$ cat src/design/sbp_pkg.sv
`default_nettype none
package sbp_pkg;
  // ----------------------------------------------------------------
  // Link command codes
  // ----------------------------------------------------------------
  typedef enum logic [2:0] {
    SBP_NOP, SBP_ACT, SBP_RD, SBP_WR, SBP_MWR, SBP_PRE, SBP_MRW
  } sbp_cmd_t;

  // ----------------------------------------------------------------
  // Mode field selectors carried on the bank lines of a mode write
  // ----------------------------------------------------------------
  localparam logic [2:0] SBP_MF_IO_CONFIG = 3'h0;
  localparam logic [2:0] SBP_MF_MASK_CTRL = 3'h1;
  localparam logic [2:0] SBP_MF_BURST = 3'h2;
  localparam int SBP_OP_WBI_BIT = 7;
  localparam int SBP_OP_MASK_DIS_BIT = 5;
  localparam int SBP_OP_BL32_BIT = 0;
  localparam logic SBP_RST_MASK_DIS = 1'h0;
  localparam logic SBP_RST_WBI = 1'h0;
  localparam logic SBP_RST_BL32 = 1'h0;

  // ----------------------------------------------------------------
  // Timing in link clock cycles (nCK)
  // ----------------------------------------------------------------
  localparam int SBP_CNT_W = 8;
  localparam logic [7:0] SBP_T_RCD = 8'h14;
  localparam logic [7:0] SBP_T_RAS = 8'h2D;
  localparam logic [7:0] SBP_T_RPPB = 8'h12;
  localparam logic [7:0] SBP_T_RPAB = 8'h15;
  localparam logic [7:0] SBP_T_RC = 8'h3F;
  localparam logic [7:0] SBP_N_RTP = 8'h08;
  localparam logic [7:0] SBP_T_WR = 8'h14;
  localparam logic [7:0] SBP_WL = 8'h06;
  localparam logic [7:0] SBP_BL16_HALF = 8'h08;
  localparam logic [7:0] SBP_BL32_HALF = 8'h10;
  localparam logic [7:0] SBP_BL32_EXTRA = 8'h08;

  // ----------------------------------------------------------------
  // Controller registers and link clock divider
  // ----------------------------------------------------------------
  localparam logic [7:0] SBP_REG_CMD = 8'h00;
  localparam logic [7:0] SBP_REG_STAT = 8'h04;
  localparam logic [7:0] SBP_REG_MODE = 8'h08;
  localparam int SBP_CK_HALF = 6;
endpackage
`default_nettype wire

$ cat src/design/sbp_link_if.sv
`timescale 1ns/1ps
`default_nettype none
// ------------------------------------------------------------------
// Command/address link between controller and memory
// ------------------------------------------------------------------
interface sbp_link_if;
  logic ck;
  logic cs;
  logic [2:0] cmd;
  logic [2:0] ba;
  logic flag;
  logic [7:0] op;
  modport ctrl (output ck, output cs, output cmd, output ba, output flag,
    output op);
  modport dev (input ck, input cs, input cmd, input ba, input flag,
    input op);
endinterface
`default_nettype wire

$ cat src/design/sbp_ctrl.sv
// The implementer's own choices: the APB slave port and the placing of the registers.
`timescale 1ns/1ps
`default_nettype none
// Overview of operation
// - Precharge closes one bank or all
// - All-bank flag chooses all; else bank bits
// - No row access before per/all recovery
// - All-bank recovery longer than per-bank
// - Precharge after read: BL/2 and tRAS
// - Activate only after tRP from precharge
// - tRTP counted from BL/2-8 after read
// - Write recovery before precharge after write
// - Internal write starts at prefetch boundary
// - Write to precharge: WL+BL/2+1+tWR
// - Auto-close low keeps bank open
// - Auto-close high closes bank after burst
// - Read auto-close delay nRTP, +8 at BL32
// - Activate after auto-close needs tRP, tRC
// - Write auto-close starts tWR after burst
// - Auto-close allowed after tRCD; tRAS honoured
// - Write then read auto-close covers tWR
// - Mode bits enable masking and inversion
// - Masked write illegal while masking off
// - No column command after read auto-close
// ------------------------------------------------------------------
// Controller end: APB orders, command spacing, link clock divider
// ------------------------------------------------------------------
module sbp_ctrl #(
  parameter int CK_HALF = sbp_pkg::SBP_CK_HALF
) (
  input wire logic pclk,
  input wire logic presetn,
  input wire logic psel,
  input wire logic penable,
  input wire logic pwrite,
  input wire logic [7:0] paddr,
  input wire logic [31:0] pwdata,
  output logic pready_ff,
  output logic pslverr_ff,
  output logic [31:0] prdata_ff,
  sbp_link_if.ctrl link
);
  logic [7:0] div_ff, op_ff, open_ff;
  logic ck_ff, cs_ff, flag_ff, pend_ff, err_ff, mask_dis_ff, bl32_ff;
  logic [2:0] cmd_ff, ba_ff;
  logic [23:0] order_ff;
  logic [7:0] act_w_ff [8];
  logic [7:0] pre_w_ff [8];
  logic [7:0] col_w_ff [8];
  logic toggle, rise, slot, access, wr_cmd, wr_stat, wr_mode, take, hit;
  logic [2:0] o_cmd, o_ba;
  logic o_flag, b_open, all_pre_ok, legal, time_ok, issue, drop;
  logic [7:0] o_op, b_pre, half, rtp, wrec;

  // Saturating maximum used by the spacing updates of column and precharge orders
  function automatic logic [7:0] sat_max(input logic [7:0] a,
                                         input logic [7:0] b);
    sat_max = (a > b) ? a : b;
  endfunction

  // Link clock divider; commands change on falling edges
  assign toggle = div_ff == 8'(CK_HALF - 1);
  assign rise = toggle && !ck_ff;
  assign slot = toggle && ck_ff;

  // APB decode
  assign access = psel && penable && !pready_ff;
  assign hit = paddr == sbp_pkg::SBP_REG_CMD || paddr == sbp_pkg::SBP_REG_STAT
               || paddr == sbp_pkg::SBP_REG_MODE;
  assign wr_cmd = access && pwrite && paddr == sbp_pkg::SBP_REG_CMD;
  assign wr_mode = access && pwrite && paddr == sbp_pkg::SBP_REG_MODE;
  assign wr_stat = access && pwrite && paddr == sbp_pkg::SBP_REG_STAT;
  // An order waits in the access phase while one is still pending
  assign take = access && (!(wr_cmd || wr_mode) || !pend_ff);

  // Pending order fields
  assign o_cmd = order_ff[2:0];
  assign o_ba = order_ff[6:4];
  assign o_flag = order_ff[8];
  assign o_op = order_ff[23:16];
  assign b_open = open_ff[o_ba];
  assign b_pre = pre_w_ff[o_ba];

  // Burst dependent spacings
  assign half = bl32_ff ? sbp_pkg::SBP_BL32_HALF : sbp_pkg::SBP_BL16_HALF;
  // Counted from BL/2-8 after the read: zero offset at BL16, 8 at BL32
  assign rtp = bl32_ff ? 8'(sbp_pkg::SBP_BL32_EXTRA + sbp_pkg::SBP_N_RTP)
                       : sbp_pkg::SBP_N_RTP;
  assign wrec = 8'(sbp_pkg::SBP_WL + half + 8'h01
                   + sbp_pkg::SBP_T_WR);
  assign all_pre_ok = pre_w_ff[0] == 8'h00 && pre_w_ff[1] == 8'h00
                      && pre_w_ff[2] == 8'h00 && pre_w_ff[3] == 8'h00
                      && pre_w_ff[4] == 8'h00 && pre_w_ff[5] == 8'h00
                      && pre_w_ff[6] == 8'h00 && pre_w_ff[7] == 8'h00;

  // Legality and timing of the pending order
  always_comb begin
    legal = 1'b1;
    time_ok = 1'b1;
    case (sbp_pkg::sbp_cmd_t'(o_cmd))
      sbp_pkg::SBP_ACT: begin
        legal = !b_open;
        time_ok = act_w_ff[o_ba] == 8'h00;
      end
      sbp_pkg::SBP_RD, sbp_pkg::SBP_WR: begin
        legal = b_open;
        time_ok = col_w_ff[o_ba] == 8'h00;
        if (o_cmd == 3'(sbp_pkg::SBP_RD) && o_flag) begin
          time_ok = time_ok && b_pre <= rtp;
        end
      end
      sbp_pkg::SBP_MWR: begin
        legal = b_open && !mask_dis_ff;
        time_ok = col_w_ff[o_ba] == 8'h00;
      end
      sbp_pkg::SBP_PRE: begin
        time_ok = o_flag ? all_pre_ok : b_pre == 8'h00;
      end
      sbp_pkg::SBP_MRW: begin
        time_ok = open_ff == 8'h00;
      end
      default: begin
        legal = 1'b0;
      end
    endcase
  end
  assign issue = slot && pend_ff && legal && time_ok;
  assign drop = slot && pend_ff && !legal;

  // Divider and link pins
  always_ff @(posedge pclk or negedge presetn) begin
    if (!presetn) begin
      div_ff <= 8'h00;
      ck_ff <= 1'b0;
      cs_ff <= 1'b0;
      cmd_ff <= 3'h0;
      ba_ff <= 3'h0;
      flag_ff <= 1'b0;
      op_ff <= 8'h00;
    end else begin
      div_ff <= toggle ? 8'h00 : div_ff + 8'h01;
      ck_ff <= toggle ? !ck_ff : ck_ff;
      if (slot) begin
        cs_ff <= issue;
        cmd_ff <= issue ? o_cmd : 3'(sbp_pkg::SBP_NOP);
        ba_ff <= o_ba;
        flag_ff <= o_flag;
        op_ff <= o_op;
      end
    end
  end
  assign link.ck = ck_ff;
  assign link.cs = cs_ff;
  assign link.cmd = cmd_ff;
  assign link.ba = ba_ff;
  assign link.flag = flag_ff;
  assign link.op = op_ff;

  // APB slave: order slot, status and answers
  always_ff @(posedge pclk or negedge presetn) begin
    if (!presetn) begin
      pready_ff <= 1'b0;
      pslverr_ff <= 1'b0;
      prdata_ff <= 32'h00000000;
      pend_ff <= 1'b0;
      order_ff <= 24'h000000;
      err_ff <= 1'b0;
    end else begin
      pready_ff <= take;
      pslverr_ff <= take && !hit;
      if (take && !pwrite) begin
        prdata_ff <= (paddr == sbp_pkg::SBP_REG_CMD) ? {8'h00, order_ff}
          : (paddr == sbp_pkg::SBP_REG_STAT)
            ? {16'h0000, open_ff, 6'h00, err_ff, pend_ff}
          : (paddr == sbp_pkg::SBP_REG_MODE)
            ? {30'h00000000, mask_dis_ff, bl32_ff} // Bit 2 reads zero
          : 32'h00000000;
      end
      if (take && (wr_cmd || wr_mode)) begin
        pend_ff <= 1'b1;
        order_ff <= wr_cmd ? pwdata[23:0]
          : {pwdata[7:0], 8'h00, 1'b0, pwdata[10:8],
             1'b0, 3'(sbp_pkg::SBP_MRW)};
      end else if (issue || drop) begin
        pend_ff <= 1'b0;
      end
      // A refused order sets the error; setting wins over clearing
      if (drop) begin
        err_ff <= 1'b1;
      end else if (take && wr_stat && pwdata[1]) begin
        err_ff <= 1'b0;
      end
    end
  end

  // Bank state mirror and per-bank spacing counters
  always_ff @(posedge pclk or negedge presetn) begin
    if (!presetn) begin
      open_ff <= 8'h00;
      mask_dis_ff <= sbp_pkg::SBP_RST_MASK_DIS;
      bl32_ff <= sbp_pkg::SBP_RST_BL32;
      for (int b = 0; b < 8; b++) begin
        act_w_ff[b] <= 8'h00;
        pre_w_ff[b] <= 8'h00;
        col_w_ff[b] <= 8'h00;
      end
    end else begin
      for (int b = 0; b < 8; b++) begin
        if (rise) begin
          act_w_ff[b] <= (act_w_ff[b] != 8'h00) ? act_w_ff[b] - 8'h01 : 8'h00;
          pre_w_ff[b] <= (pre_w_ff[b] != 8'h00) ? pre_w_ff[b] - 8'h01 : 8'h00;
          col_w_ff[b] <= (col_w_ff[b] != 8'h00) ? col_w_ff[b] - 8'h01 : 8'h00;
        end
        if (issue && o_cmd == 3'(sbp_pkg::SBP_PRE) && o_flag) begin
          open_ff[b] <= 1'b0;
          act_w_ff[b] <= sat_max(act_w_ff[b], sbp_pkg::SBP_T_RPAB);
        end
      end
      if (issue) begin
        case (sbp_pkg::sbp_cmd_t'(o_cmd))
          sbp_pkg::SBP_ACT: begin
            open_ff[o_ba] <= 1'b1;
            col_w_ff[o_ba] <= sbp_pkg::SBP_T_RCD;
            pre_w_ff[o_ba] <= sbp_pkg::SBP_T_RAS;
            act_w_ff[o_ba] <= sbp_pkg::SBP_T_RC;
          end
          sbp_pkg::SBP_RD: begin
            pre_w_ff[o_ba] <= sat_max(b_pre, rtp);
            if (o_flag) begin
              open_ff[o_ba] <= 1'b0;
              act_w_ff[o_ba] <= sat_max(act_w_ff[o_ba],
                8'(sat_max(b_pre, rtp) + sbp_pkg::SBP_T_RPPB));
            end
          end
          sbp_pkg::SBP_WR, sbp_pkg::SBP_MWR: begin
            pre_w_ff[o_ba] <= sat_max(b_pre, wrec);
            if (o_flag) begin
              open_ff[o_ba] <= 1'b0;
              act_w_ff[o_ba] <= sat_max(act_w_ff[o_ba],
                8'(sat_max(b_pre, wrec) + sbp_pkg::SBP_T_RPPB));
            end
          end
          sbp_pkg::SBP_PRE: begin
            if (!o_flag) begin
              open_ff[o_ba] <= 1'b0;
              act_w_ff[o_ba] <= sat_max(act_w_ff[o_ba],
                sbp_pkg::SBP_T_RPPB);
            end
          end
          sbp_pkg::SBP_MRW: begin
            if (o_ba == sbp_pkg::SBP_MF_MASK_CTRL) begin
              mask_dis_ff <= o_op[sbp_pkg::SBP_OP_MASK_DIS_BIT];
            end
            if (o_ba == sbp_pkg::SBP_MF_BURST) begin
              bl32_ff <= o_op[sbp_pkg::SBP_OP_BL32_BIT];
            end
          end
          default: begin
          end
        endcase
      end
    end
  end
endmodule // sbp_ctrl
`default_nettype wire

$ cat src/flat_wrapper.sv
// flat-port wrapper written by rule: the top's interface ports become plain ports
module sbp_ctrl_flat 
#(
  parameter int CK_HALF = sbp_pkg::SBP_CK_HALF
)
  (pclk, presetn, psel, penable, pwrite, paddr, pwdata, pready_ff, pslverr_ff, prdata_ff, link_ck, link_cs, link_cmd, link_ba, link_flag, link_op);
  sbp_link_if link_i ();
  input wire logic pclk;
  input wire logic presetn;
  input wire logic psel;
  input wire logic penable;
  input wire logic pwrite;
  input wire logic [7:0] paddr;
  input wire logic [31:0] pwdata;
  output logic pready_ff;
  output logic pslverr_ff;
  output logic [31:0] prdata_ff;
  output wire logic [$bits(link_i.ck)-1:0] link_ck;
  output wire logic [$bits(link_i.cs)-1:0] link_cs;
  output wire logic [$bits(link_i.cmd)-1:0] link_cmd;
  output wire logic [$bits(link_i.ba)-1:0] link_ba;
  output wire logic [$bits(link_i.flag)-1:0] link_flag;
  output wire logic [$bits(link_i.op)-1:0] link_op;
  assign link_ck = link_i.ck;
  assign link_cs = link_i.cs;
  assign link_cmd = link_i.cmd;
  assign link_ba = link_i.ba;
  assign link_flag = link_i.flag;
  assign link_op = link_i.op;
  sbp_ctrl #(.CK_HALF(CK_HALF)) u_core (.pclk(pclk), .presetn(presetn), .psel(psel), .penable(penable), .pwrite(pwrite), .paddr(paddr), .pwdata(pwdata), .pready_ff(pready_ff), .pslverr_ff(pslverr_ff), .prdata_ff(prdata_ff), .link(link_i));
endmodule
$ cat config.mk
export PLATFORM = sky130hd
export DESIGN_NAME = sbp_ctrl_flat
export DESIGN_NICKNAME = d
export VERILOG_FILES = /design/src/design/sbp_pkg.sv /design/src/design/sbp_link_if.sv /design/src/design/sbp_ctrl.sv /design/src/flat_wrapper.sv
export SDC_FILE = /design/constraint.sdc
export NUM_CORES = 1
export LEC_CHECK = 0
export BUFFER_PORTS_ARGS = -buffer_cell sky130_fd_sc_hd__buf_2
export CAP_MARGIN = 0
export CORE_MARGIN = 1.5
export CORE_UTILIZATION = 40
export DETAILED_ROUTE_END_ITERATION = 12
export GPL_ROUTABILITY_DRIVEN = 0
export PLACE_DENSITY = 0.56
export SLEW_MARGIN = 40
export SYNTH_ARGS = -nofsm -noshare
export SYNTH_HDL_FRONTEND = slang
export SYNTH_SLANG_ARGS = --single-unit
$ cat constraint.sdc
create_clock -name pclk -period 15.4 [get_ports pclk]
set_clock_uncertainty 0.2 [all_clocks]
set_input_delay 1.54 -clock pclk [delete_from_list [all_inputs] [get_ports pclk]]
set_output_delay 1.54 -clock pclk [all_outputs]
set_load 0.01 [all_outputs]
After elaboration in Yosys (flattened, before gate mapping):

Cells that the tools add are included.

* register bits: 287
* input port bits: 45
* logic and storage cells: 328

* $add $sub $neg: 30
* $lt $le $gt $ge: 18
* equality and inequality tests: 11
* multiplexer cells: 125
* bitwise logic cells: 13
* reductions and logical operators: 91

Operators by type and width (count)
* $mux 8: 80
* $mux 64: 7
* $bwmux 64: 5
* $pmux 64 s4: 1
* $pmux 64 s3: 1
* $reduce_bool 8->1: 24
* $sub 8x1->8 const B: 24
* $logic_not 8->1: 13
* $bmux 8 s3: 3
* $gt 8x5->1 const B: 9
* $mux 32: 2
* $and 48x48->48: 1
* $not 48->48: 1
* $or 48x48->48: 1
* $and 32x32->32: 1
* $gt 8x8->1: 4
* $logic_and 1x1->1: 32
* $not 32->32: 1
* $or 32x32->32: 1
* $add 8x5->8 const B: 3
* $demux 8 s3: 1
* $mux 24: 1
* $pmux 8 s3: 1
* $add 8x1->8 const B: 2
* other kinds (32): 69

Logic depth before layout (Yosys ltp):

* depth after elaboration: 18
* depth in mapped cells: 31

Worst setup path before layout:

No wires, ideal clock.

* path type: flip-flop to flip-flop
* from: register u_core.order_ff[6]
* to: register u_core.act_w_ff[9] (netlist bit)
* arrival: 5837 ps
* data required time: 15071 ps
* path slack: 9234 ps
* stages on the path, launching flop included: 30
* path buffers: 6
* period minus slack after synthesis: 6166 ps
* cells stage by stage: dfrtp_1 > buf_2 > buf_4 > buf_2 > buf_2 > and2_1 > a32o_1 > nor3_1 > buf_2 > clkinv_1 > ha_1 > a21oi_1 > a31oi_1 > nor2_1 > nor2_1 > ha_1 > o41ai_1 > xnor2_1 > ha_1 > a21o_1 > a21oi_1 > o211ai_1 > nand2_1 > clkbuf_1 > o22ai_1 > nand2_1 > o221ai_1 > a21o_1 > a211oi_1 > a21oi_1

* cells in the longest elaborated chain, start to end: 16
* elaborated cells between the ends (all ways): 54

RTL lines
* start, declared: RTL line sbp_ctrl.sv:46 `logic [23:0] order_ff;`
* start signal, assigned: RTL line sbp_ctrl.sv:181 `order_ff <= wr_cmd ? pwdata[23:0]`
* parallel branches: the longest is 15 deep, another holds $gt 8x8->1
* $mux 64 *: RTL line sbp_ctrl.sv:219 `if (issue) begin`
* end signal, assigned by index: RTL line sbp_ctrl.sv:216 `act_w_ff[b] <= sat_max(act_w_ff[b], sbp_pkg::SBP_T_RPAB);`
* end signal, assigned by index: RTL line sbp_ctrl.sv:225 `act_w_ff[o_ba] <= sbp_pkg::SBP_T_RC;`
* end signal, assigned by index: RTL line sbp_ctrl.sv:246 `act_w_ff[o_ba] <= sat_max(act_w_ff[o_ba],`
* end, declared: RTL line sbp_ctrl.sv:47 `logic [7:0] act_w_ff [8];`

Mark *: on every way between the ends. The select of a mux whose other input is x is not followed.
A chain may end at the register's enable or synchronous reset.

Worst setup path in the final report:

* from: register u_core.order_ff[5]
* to: register u_core.act_w_ff[2] (netlist bit)

Same word-level chain as after synthesis.

==> impl_metrics.tcl <==
set metrics [dict create \
    critical_path.endpoint_type "register" \
    grt_overflow 0 \
    pwr_density_cell_nw_per_um2 103 \
    hold_viol 0 \
    fmax_mhz 119 \
    slew_violations 0 \
    placed_area_um2 20900 \
    synth_xor_area_frac 0.0231 \
    cts_setup_buffers 0 \
    switching_share 0.357 \
    cp.depth 21 \
    drive_gt1_frac 0.108 \
    layout_common_cells "290 x nor2_1, 277 x nand2_1, 277 x dfrtp_1, 209 x a21oi_1, 177 x o21ai_0" \
    fp.coreArea_um2 48800 \
    synth_top_area_frac 0.354 \
    antenna_left 0 \
    wl_per_cell_um 23.8 \
    drc 0 \
    hpwl_um 53400 \
    setup_violations 0 \
    use_met2 0.446 \
    portBuffers 79 \
    yosys.area.top_type "dfrtp_1" \
    critical_path_required_ns 15.68 \
    finalCritPeriodShare 0.547 \
    htree_levels 2 \
    ios 96 \
    maxCapViolations 0 \
    drt-vias-per-instance 6.39 \
    r2r_slack_ns 6.98 \
    num_rows 81 \
    clk_latency_ns 0.57 \
    dieArea_um2 50700 \
    max-clock-path-buffers 3 \
    cts.repair.resized 0 \
    path_buf_inv 1 \
    switchingPower_uw 812 \
    initial_core_util 0.404 \
    synth_compound_area_frac 0.231 \
    period_needed_ns 8.42 \
    cts_hold_repair.buffers 0 \
    cts_tree "built" \
    avgSynthCellArea_um2 8.08 \
    grt_pass1_wl_um 115000 \
    ys_seq_elements 279 \
    crit_type "register to register" \
    drtPass1Iterations 9 \
    die_height_um 225 \
    pwr-share-clk 0.383 \
    tightestPinTransition_ns 1.02 \
    synthAdderAreaFrac 0.0488 \
    areaGrowthSynthToFinish_pct 12.1 \
    ir_drop_mv 0.0557 \
    grt_max_degree 69 \
    clkSlewWorstSetupHoldPaths_ns 0.06 \
    p_comb_frac 0.261 \
    ys.flop_type "dfrtp_1" \
    antenna_found_initial 3 \
    syn_area_um2 19700 \
    clockRootBuffer "clkbuf_16" \
    rsz0062_at_grt "no" \
    grt_use_total 0.296 \
    critPathLaunchType "register" \
    min_path_type "register to register" \
    grt-busiest-layer "met2" \
    synth.area.mux_share 0.0511 \
    synth_area_leaders "dfrtp_1 35%, nor2_1 5.5%, a21oi_1 5.3%, nand2_1 5.3%, ha_1 4.9%" \
    status "completed" \
    first_iter_violations 2547 \
    use_met1 0.400 \
    synth_cell_types 86 \
    netlist_instances 2443 \
    yosys.area_share.simple 0.249 \
    slew_headroom 0.301 \
    gr-usage-met3 0.0684 \
    grt_pass1_vias 18800 \
    yosysSeqAreaShare 0.354 \
    diodes 0 \
    cts.sinks 279 \
    synthArstFlopShare 1.00 \
    setup_tns_ns 0 \
    cp_slowest_stage_delay_ns 0.79 \
    yosys_warnings 0 \
    path_common_cell "nor2_1" \
    vias 20400 \
    path_cells "buf_4 > nor2b_1 > a221oi_1 > o22ai_1 > nand2_1 > nor2_1 > nor2_1 > ha_1 > o41ai_1 > xnor2_1 > ha_1 > nand3_1 > nor2_1 > a32oi_1 > nand2_1 > nor2_1 > a21oi_1 > o22ai_1 > a211o_1 > a221oi_1 > a21oi_1" \
    critPathTopFamily "compound AO/OA/AOI/OAI gates" \
    synth_top_family_by_area "simple AND/OR/NAND/NOR gates" \
    pwr-share-seq 0.356 \
    die_x_um 225 \
    synth_edf_count 0 \
    path_max_fanout 28 \
    reg2regPathDepth 21 \
    crit_arrival_ns 8.71 \
    power.leakage_nw 9.43 \
    nets 2617 \
    finalWirelength_um 75800 \
    mostFrequentLayoutCell "nor2_1" \
    hold_depth 2 \
    final_cell_area_um2 22100 \
    internal-power_mw 1.46 \
    critPathSlowestCell "dfrtp_2" \
    cts_made_buffers 36 \
]
[state kept, by name, indices dropped and copies added, names as in the netlist]
| name | flops |
|---|---|
| u_core.pre_w_ff | 64 |
| u_core.open_ff | 8 |
| u_core.link.cs | 1 |
| u_core.prdata_ff | 24 |
| u_core.link.cmd | 3 |
| u_core.pslverr_ff | 1 |
| u_core.pend_ff | 1 |
| u_core.bl32_ff | 1 |
| u_core.link.ba | 3 |
| u_core.act_w_ff | 64 |
| u_core.link.ck | 1 |
| u_core.pready_ff | 1 |
| u_core.err_ff | 1 |
| u_core.mask_dis_ff | 1 |
| u_core.link.op | 8 |
| u_core.div_ff | 8 |
| u_core.link.flag | 1 |
| u_core.col_w_ff | 64 |
| u_core.order_ff | 24 |
[power groups by stage]
stage | clock (mW) | combinational, mW | sequential [mW]
finish | 0.873 | 0.594 | 0.809
global route | 0.918 | 0.629 | 0.810
CTS | 0.890 | 0.568 | 0.806
detailed placement | 0 | 0.565 | 0.818
global placement | 0 | 0.559 | 0.818
floorplan | 0 | 0.358 | 0.800
[worst paths after layout]
path	start	endpoint
setup reg to reg	u_core.order_ff[5]	u_core.act_w_ff[2]
max in group asynchronous	presetn	u_core.order_ff[6]
min in group asynchronous	presetn	u_core.pre_w_ff[15]
setup / recovery	u_core.order_ff[5]	u_core.act_w_ff[2]
hold / removal	u_core.prdata_ff[22]	u_core.prdata_ff[22]
hold reg to reg	u_core.prdata_ff[22]	u_core.prdata_ff[22]
[logic make-up after synthesis]
kind of cell	after synthesis
xor gates and xnor gates	52
and+or+nand+nor	1030
muxes	81
adders and majority gates	77
buffers and inverters	205
DFF	279
other	1
AOI/OAI and AO/OA	718
[cell type report]
class,instances,area [µm²]
Timing Repair Buffer,131,823
Inverter,81,304
Fill cell,4991,26700
Clock buffer,52,1040
Clock inverter,13,154
Tap cell,664,831
Multi-Input combinational cell,1966,12000
Sequential cell,279,6980
[through the flow]
stage                     total power [mW]   util  worst slack, ns  hold slack (ns)  instances
after global routing                  2.36  0.453             6.70            0.290       3186
after detailed placement              1.38  0.428             7.40            0.251       3120
after CTS                             2.26  0.453             7.32            0.264       3185
final                                 2.28  0.453             6.98            0.256       3186
after floorplan                       1.16      -             9.23            0.238       2450
after global placement                1.38  0.427             7.31            0.245       3119
[worst reg2reg max path, delay by kind of cell, from the launching register on]
family	cells	cell delay (ns)
buffers and inverters	1	0.54
AOI/OAI and AO/OA	9	3.60
adders and majority gates	2	0.63
and+or+nand+nor	8	2.46
xor gates and xnor gates	1	0.14
DFF	1	0.79
[synth_stat cells (12+ instances only)]
cell        n
o22ai_1    41
mux2i_1    48
nor4_1     36
and2_1     18
inv_1      79
buf_2      19
a31oi_1    28
mux4_2     14
nor2_1    291
a211oi_1   39
nand4_1    16
a21oi_1   209
or3_1      35
xnor2_1    29
o221ai_1   12
a221oi_1   16
buf_4      14
mux2_2     19
ha_1       77
nor3_1    129
o211ai_1   19
and3_1     15
xor2_1     23
o31ai_1    23
a21o_1     13
nand3_1    81
nand2b_1   30
dfrtp_1   279
nor3b_1    16
o21ai_0   177
clkbuf_1   82
a22o_1     13
nand2_1   278
nor2b_1    23
[per-layer routing]
metal / up-vias / share of wire / wire [µm]
li1: 9085 / - / -
met1: 9796 / 0.41 / 31000
met5: - / 0.00021 / 16
met2: 1195 / 0.43 / 32400
met3: 275 / 0.11 / 8410
met4: 2 / 0.053 / 4050
Power figures use the tool's default switching activity.
